--- config.mk ---
export PLATFORM = sky130hd
export DESIGN_NAME = utc_dev_flat
export DESIGN_NICKNAME = d
export VERILOG_FILES = /design/src/utc_pkg.sv /design/src/utc_if.sv /design/src/utc_dev.sv /design/src/flat_wrapper.sv
export SDC_FILE = /design/constraint.sdc
export NUM_CORES = 1
export LEC_CHECK = 0
export BUFFER_PORTS_ARGS = -buffer_cell sky130_fd_sc_hd__buf_2
export CAP_MARGIN = 20
export CELL_PAD_IN_SITES_DETAIL_PLACEMENT = 1
export CELL_PAD_IN_SITES_GLOBAL_PLACEMENT = 1
export CORE_MARGIN = 8
export CORE_UTILIZATION = 41
export DETAILED_ROUTE_END_ITERATION = 8
export GPL_ROUTABILITY_DRIVEN = 0
export GPL_TIMING_DRIVEN = 0
export PLACE_DENSITY = 0.88
export SLEW_MARGIN = 5
export SYNTH_ARGS = -nofsm -noshare
export SYNTH_HDL_FRONTEND = slang
export SYNTH_SLANG_ARGS = --single-unit
--- constraint.sdc ---
create_clock -name clk_in -period 4.35 [get_ports clk_in]
set_input_delay 0.6525 -clock clk_in [delete_from_list [all_inputs] [get_ports clk_in]]
set_output_delay 0.6525 -clock clk_in [all_outputs]
set_load 0.03 [all_outputs]
--- src/utc_pkg.sv ---
// package for the transmit-command byte decoder: codes, payload values, widths
// assumes both ends and the interface import it
package utc_pkg;
    localparam int          DATA_W        = 8;       // data bus width
    localparam logic [1:0]  CODE_IDLE     = 2'h0;    // idle command code
    localparam logic [1:0]  CODE_TX       = 2'h1;    // packet transmit code
    localparam logic [1:0]  CODE_WRITE    = 2'h2;    // register write code
    localparam logic [1:0]  CODE_READ     = 2'h3;    // register read code
    localparam logic [5:0]  PAY_EXT       = 6'h2F;   // extended address payload
    localparam logic [5:0]  PAY_TRANSMIT_WITHOUT_IDENTIFIER     = 6'h00;   // transmit without identifier
    localparam logic [1:0]  PAY_PID_HI    = 2'h0;    // upper payload bits of a pid transmit
    localparam logic [7:0]  IDLE_BYTE     = 8'h00;   // idle no-operation byte
    localparam int          CODE_MSB      = 7;       // command code position
    localparam int          CODE_LSB      = 6;

    // kind of operation decoded
    typedef enum logic [2:0] {
        UTC_OP_NONE    = 3'h0,
        UTC_OP_PID     = 3'h1,
        UTC_OP_TRANSMIT_WITHOUT_IDENTIFIER   = 3'h2,
        UTC_OP_WRITE   = 3'h3,
        UTC_OP_READ    = 3'h4,
        UTC_OP_BADTX   = 3'h5
    } utc_op_e;

    // command code of a byte
    function automatic logic [1:0] utc_code(input logic [7:0] b);
        utc_code = b[CODE_MSB:CODE_LSB];
    endfunction

    // payload of a byte
    function automatic logic [5:0] utc_payload(input logic [7:0] b);
        utc_payload = b[5:0];
    endfunction
endpackage

--- src/utc_if.sv ---
// interface joining link and transceiver command path
// assumes one clock shared by both ends
`timescale 1ns/10ps
interface utc_if;
    import utc_pkg::*;
    logic [DATA_W-1:0] data;   // byte driven by the link
    logic              nxt;    // transceiver accepts current byte
    modport dev  (input data, output nxt);
    modport link (output data, input nxt);
endinterface

--- src/utc_dev.sv ---
// device end: decodes transmit-command bytes from the link
// assumes the link holds each byte until nxt is seen
// Summary of operation
// RQ1: pid transmit uses low four data bits
// RQ2: write payload 101111 takes following address byte
// RQ3: other write payload is six-bit address
// RQ4: read payload 101111 takes following address byte
// RQ5: other read payload is six-bit address
// RQ6: top two bits pick command type
// RQ7: link drives zero byte when idle
// RQ8: no-pid transmit starts after next byte
// RQ9: nxt accepts each byte; link holds it
`timescale 1ns/10ps
module utc_dev (
    input  wire logic        clk_in,        // interface clock
    input  wire logic        rst_b_in,      // sync reset, low
    utc_if.dev               bus,           // device side of bus
    input  wire logic        hold_in,       // device not ready to accept
    output utc_pkg::utc_op_e op_out,        // decoded operation
    output logic             op_valid_out,  // one-cycle, op fields valid
    output logic [3:0]       pid_out,       // packet identifier
    output logic [7:0]       addr_out,      // register address
    output logic             ext_out,       // address was extended
    output logic             tx_start_out   // one-cycle, transmission begins
);
    import utc_pkg::*;

    typedef enum logic [1:0] {UTC_D_IDLE = 2'h0, UTC_D_ADDR = 2'h1, UTC_D_DATA = 2'h3} utc_dst_e;

    typedef struct packed {
        utc_dst_e   st;      // decode state
        logic       rd;      // pending extended op is read
        logic       nxt;     // acceptance strobe
        utc_op_e    op;
        logic       vld;
        logic [3:0] pid;
        logic [7:0] addr;
        logic       ext;
        logic       txs;
    } utc_dev_s;

    utc_dev_s r;       // registered state
    utc_dev_s next_r;  // next state
    logic     take;    // byte accepted this cycle

    assign bus.nxt      = r.nxt;
    assign op_out       = r.op;
    assign op_valid_out = r.vld;
    assign pid_out      = r.pid;
    assign addr_out     = r.addr;
    assign ext_out      = r.ext;
    assign tx_start_out = r.txs;

    // nxt asserted for exactly the cycle a byte is taken
    always_comb begin
        take = r.nxt;
    end

    // decode and sequencing
    always_comb begin
        next_r     = r;
        next_r.vld = 1'b0;
        next_r.txs = 1'b0;
        next_r.nxt = 1'b0;
        case (r.st)
            UTC_D_IDLE: begin
                if (!take && !hold_in && utc_code(bus.data) != CODE_IDLE) begin   // idle byte ignored [RQ6]
                    next_r.nxt = 1'b1;                                           // accept command [RQ9]
                    next_r.ext = 1'b0;
                    case (utc_code(bus.data))                                     // [RQ6]
                        CODE_TX: begin
                            if (utc_payload(bus.data) == PAY_TRANSMIT_WITHOUT_IDENTIFIER) begin
                                next_r.st = UTC_D_DATA;                           // wait first data [RQ8]
                                next_r.op = UTC_OP_TRANSMIT_WITHOUT_IDENTIFIER;
                                next_r.vld = 1'b1;
                            end else if (bus.data[5:4] == PAY_PID_HI) begin
                                next_r.op  = UTC_OP_PID;
                                next_r.pid = bus.data[3:0];                       // [RQ1]
                                next_r.vld = 1'b1;
                                next_r.txs = 1'b1;
                            end else begin
                                next_r.op  = UTC_OP_BADTX;                        // undefined payload
                                next_r.vld = 1'b1;
                            end
                        end
                        CODE_WRITE, CODE_READ: begin
                            next_r.rd = (utc_code(bus.data) == CODE_READ);
                            if (utc_payload(bus.data) == PAY_EXT) begin
                                next_r.st = UTC_D_ADDR;                           // [RQ2] [RQ4]
                            end else begin
                                next_r.addr = {2'h0, utc_payload(bus.data)};      // [RQ3] [RQ5]
                                next_r.op   = (utc_code(bus.data) == CODE_READ) ? UTC_OP_READ : UTC_OP_WRITE;
                                next_r.vld  = 1'b1;
                            end
                        end
                        default: begin
                            next_r.op = UTC_OP_NONE;
                        end
                    endcase
                end
            end
            UTC_D_ADDR: begin
                if (!take && !hold_in) begin
                    next_r.nxt  = 1'b1;                          // accept address byte [RQ9]
                    next_r.addr = bus.data;                      // full address [RQ2] [RQ4]
                    next_r.ext  = 1'b1;
                    next_r.op   = r.rd ? UTC_OP_READ : UTC_OP_WRITE;
                    next_r.vld  = 1'b1;
                    next_r.st   = UTC_D_IDLE;
                end
            end
            UTC_D_DATA: begin
                if (!take && !hold_in) begin
                    next_r.nxt = 1'b1;                           // [RQ9]
                    next_r.txs = 1'b1;                           // start only now [RQ8]
                    next_r.st  = UTC_D_IDLE;
                end
            end
            default: begin
                next_r.st = UTC_D_IDLE;
            end
        endcase
    end

    // state register
    always_ff @(posedge clk_in) begin
        if (!rst_b_in) begin
            r <= '{st: UTC_D_IDLE, rd: 1'b0, nxt: 1'b0, op: UTC_OP_NONE, vld: 1'b0,
                   pid: 4'h0, addr: 8'h00, ext: 1'b0, txs: 1'b0};
        end else begin
            r <= next_r;
        end
    end
endmodule

--- src/flat_wrapper.sv ---
// flat-port wrapper written by rule: the top's interface ports become plain ports
module utc_dev_flat import utc_pkg::*;
  (clk_in, rst_b_in, hold_in, op_out, op_valid_out, pid_out, addr_out, ext_out, tx_start_out, bus_data, bus_nxt);
  utc_if bus_i ();
  input  wire logic clk_in;
  input  wire logic rst_b_in;
  input  wire logic hold_in;
  output utc_pkg::utc_op_e op_out;
  output logic op_valid_out;
  output logic [3:0] pid_out;
  output logic [7:0] addr_out;
  output logic ext_out;
  output logic tx_start_out;
  input wire logic [$bits(bus_i.data)-1:0] bus_data;
  output wire logic [$bits(bus_i.nxt)-1:0] bus_nxt;
  assign bus_i.data = bus_data;
  assign bus_nxt = bus_i.nxt;
  utc_dev u_core (.clk_in(clk_in), .rst_b_in(rst_b_in), .bus(bus_i), .hold_in(hold_in), .op_out(op_out), .op_valid_out(op_valid_out), .pid_out(pid_out), .addr_out(addr_out), .ext_out(ext_out), .tx_start_out(tx_start_out));
endmodule
==> metrics.md <==
| Metric | Value |
|---|---|
| Fin cells | 201 |
| Type of the worst setup path | register to register |
| Total power | 440 uW |
| CTS Buffer Depth | 2 |
| Distinct cells, synth | 35 |
| Sw power | about 110 uW |
| RSZ-0062 raised after global routing | no |
| Outcome | complete, no violations |
| Tot GR Track Use | between 10% and 20% |
| R2R Path End | u_core.addr_out[2] |
| Flop pwr share | between 40 and 50% |
| Seq cells post-synth | 22 |
| # IOs | 30 |
| Die area | just under 0.005 mm2 |
| Rel. slew slack | 58.1% |
| Worst path bufs/invs | 2 |
| Pins over their slew limit | 0 |
| Detailed Route WL | 3480 um |
| CTS sink cnt | 22 |
| CP startpoint | u_core.r[20] |
| Grt ovf | 0 |
| Placed instance count | roughly 200 |
| Worst-path clk slew | 130 ps |
| Met2 usage | roughly a quarter |
| P_int | 326 uW |
| Net Count, Synth | 153 |
| Top cells by area, synth | dfxtp_1 (36%), buf_4 (9.3%), mux2i_1 (5.8%), ha_1 (4.1%), nand3_1 (4.1%) |
| Post-Synthesis Cells | 138 |
| Crit-path max FO | 10 |
| Die extent in x | approximately 70 um |
| Final non-filler cell area | roughly 0.0014 mm2 |
| Cts hold-fix bufs | 0 |
| Fraction of layout instances using a drive strength above 1 | ~34% |
| Post-Syn Area | roughly 0.0012 mm2 |
| Diode count | 0 |
| HPWL after detailed placement | between 2000 and 3000 um |
| Sequential cell area fraction in the yosys report | 36.4% |
| Maximum vdd drop | between 0.0002 and 0.0003 V |
| Number of port buffers | 28 |
| Main flop type after synthesis | dfxtp_1 |
| Final Hold Vio Count | 0 |
| Synth top area share | a little over a third |
| Most frequent cells in the layout | buf_2 (31), dfxtp_1 (22), buf_4 (15), nand2_1 (13) |
| Fin Clk Skew | between 4 and 5 ps |
| Worst R2R Setup Slack | around 2500 ps |
| Logic pwr share | between 10% and 20% |
| CTS tree | done |
| Initial Util | between 40% and 50% |
| Met3 global-route usage | between 3 and 4% |
| Fin Setup TNS | 0 ps |
| # rows | 19 |
| GR Util met1 | 16.4% |
| Cell family with most CP delay | compound AO/OA/AOI/OAI gates |
| Setup crit end | u_core.addr_out[2] |
| Num CTS Buffers | 3 |
| Maximum clock frequency | between 0.5 and 0.6 GHz |
| Vias per cell | ~5.9 |
| Worst path cell trace | inv_1 > ha_1 > buf_2 > nand3_1 > o21ai_2 > mux2i_1 |
| Synth warn | 0 |
| DR WL/cell | about 17 um |
| Post-synth ARST share | 0% |
| WHS | around 470 ps |
| H-tree Lvls | 1 |
| Residual DRC | 0 |
| Leak pwr | ~0.64 nW |
| Vias in the first global route | ~1.2k |
| MaxCap Viol Count | 0 |
| Placement Setup Slack | ~2300 ps |
| Critical Path Sink Type | register |
| Power per cell area | a little over 300 mW/mm2 |
| Largest net degree at the start of global routing | 14 |
| Die height | approximately 70 um |
| PostCTS Resize Cnt | 0 |
| Minimum clock period | approximately 1900 ps |
| Slowest-stage cell, CP | o21ai_2 |
| Via count | between 1k and 1.5k |
| HP Class | register to register |
| Clock Power Share | 36.1% |
| Placement Cell Area | roughly 0.0014 mm2 |
| Critical path arrival | about 2100 ps |
| CTS Root Cell | clkbuf_4 |
| Starting DRT DRC Count | 37 |
| Antenna violations before repair | 0 |
| CP max stage delay | between 400 and 500 ps |
| Final setup vio count | 0 |
| Fin crit share | a little over two fifths |
| Core ar. | approximately 0.0028 mm2 |
| Final #Nets | 186 |
| Drt first pass iters | 4 |
| Busiest layer in global routing | met2 |
| R2r startpoint | u_core.r[20] |
| Critical path depth in cells | 6 |
| Clk_lat worst skew | just over 300 ps |
| Crit start category | register |
| R2R depth | 6 |
| Post-CTS Setup Bufs | 0 |
| Util after Layout | approximately half |
| Final worst slack | 2450 ps |
| Most common cell after layout, fill and taps aside | buf_2 |
| Area grow syn2layout | 19.1% |
| Worst Tran Pin Value | between 600 and 700 ps |
| First-pass GRT wire length | 5870 um |
| Sw Ratio | approximately a quarter |
| Area leader, netlist | dfxtp_1 |
| Number of synthesized flops with an enable pin | 0 |
| CP required | around 4600 ps |
| Antenna-violating nets left | 0 |
| Syn Area/Cell | around 9 um2 |
cell type report:
type / instances / area (um2)
clock buffers: 3 / 22.5
fillers: 355 / 1340
clock inverters: 1 / 30.0
multi-input cells: 90 / 612
well taps: 31 / 38.8
inverters: 6 / 22.5
repair buffers: 28 / 140
plain buffers: 20 / 135
flip-flops and latches: 22 / 440
layer usage:
| metal | wire length, um | vias to the layer above |
|---|---|---|
| met1 | 1440 | 577 |
| li1 | - | 556 |
| met5 | 0 | - |
| met2 | 1740 | 37 |
| met3 | 205 | 8 |
| met4 | 96 | 0 |
sequential cells by signal, summed over array words and instances (netlist names):
name and cells:
u_core.pid_out 4, u_core.tx_start_out 1, u_core.op_valid_out 1, u_core.bus.nxt 1, u_core.r 3, u_core.op_out 3
u_core.addr_out 8, u_core.ext_out 1
power groups by stage:
stage / clock [mW] / sequential, mW / combinational [mW]
floorplan: 0 / 0.216 / 0.0449
global placement: 0 / 0.214 / 0.0671
detailed placement: 0 / 0.215 / 0.0699
CTS: 0.162 / 0.210 / 0.0704
global route: 0.169 / 0.211 / 0.0767
finish: 0.159 / 0.210 / 0.0706
how the worst min path moves through the flow:
stage,end,depth (start not counted),startpoint,slack [ps]
3_5_place_dp,u_core.addr_out[6],2,u_core.addr_out[6],460
2_1_floorplan,u_core.addr_out[6],2,u_core.addr_out[6],430
6_report,u_core.addr_out[6],2,u_core.addr_out[6],470
4_1_cts,u_core.addr_out[6],2,u_core.addr_out[6],470
3_3_place_gp,u_core.addr_out[6],2,u_core.addr_out[6],440
5_1_grt,u_core.addr_out[6],2,u_core.addr_out[6],490
logic make-up (layout without fill, tap and decap cells):
logic type                 count (synthesis)  after routing  share of synthesized area [%]
AOI/OAI and AO/OA                         34             34                           21.8
muxes                                      7              7                           5.79
buffers and inverters                     26             58                           13.0
adders and majority gates                  4              4                           4.14
DFF                                       22             22                           36.4
and+or+nand+nor                           45             45                           18.8
worst min-delay path, delay by kind of cell (launching register included):
family,cells,cell delay [ps]
flip-flops,1,330
AND/OR/NAND/NOR,1,50
AO/OA/AOI/OAI,1,50
cells in the mapped netlist, types with 2 or more instances:
cell and n:
nand4_1 3, a311oi_1 2, inv_1 6, nand3_1 10, o221a_2 2, clkbuf_1 2
buf_2 3, o2bb2ai_1 3, o21ai_0 6, dfxtp_1 22, nor2_1 10, ha_1 4
a211oi_1 6, a21oi_1 3, a32o_1 4, mux2i_1 7, nand2_1 13, buf_4 15
Power figures use the tool's default switching activity.
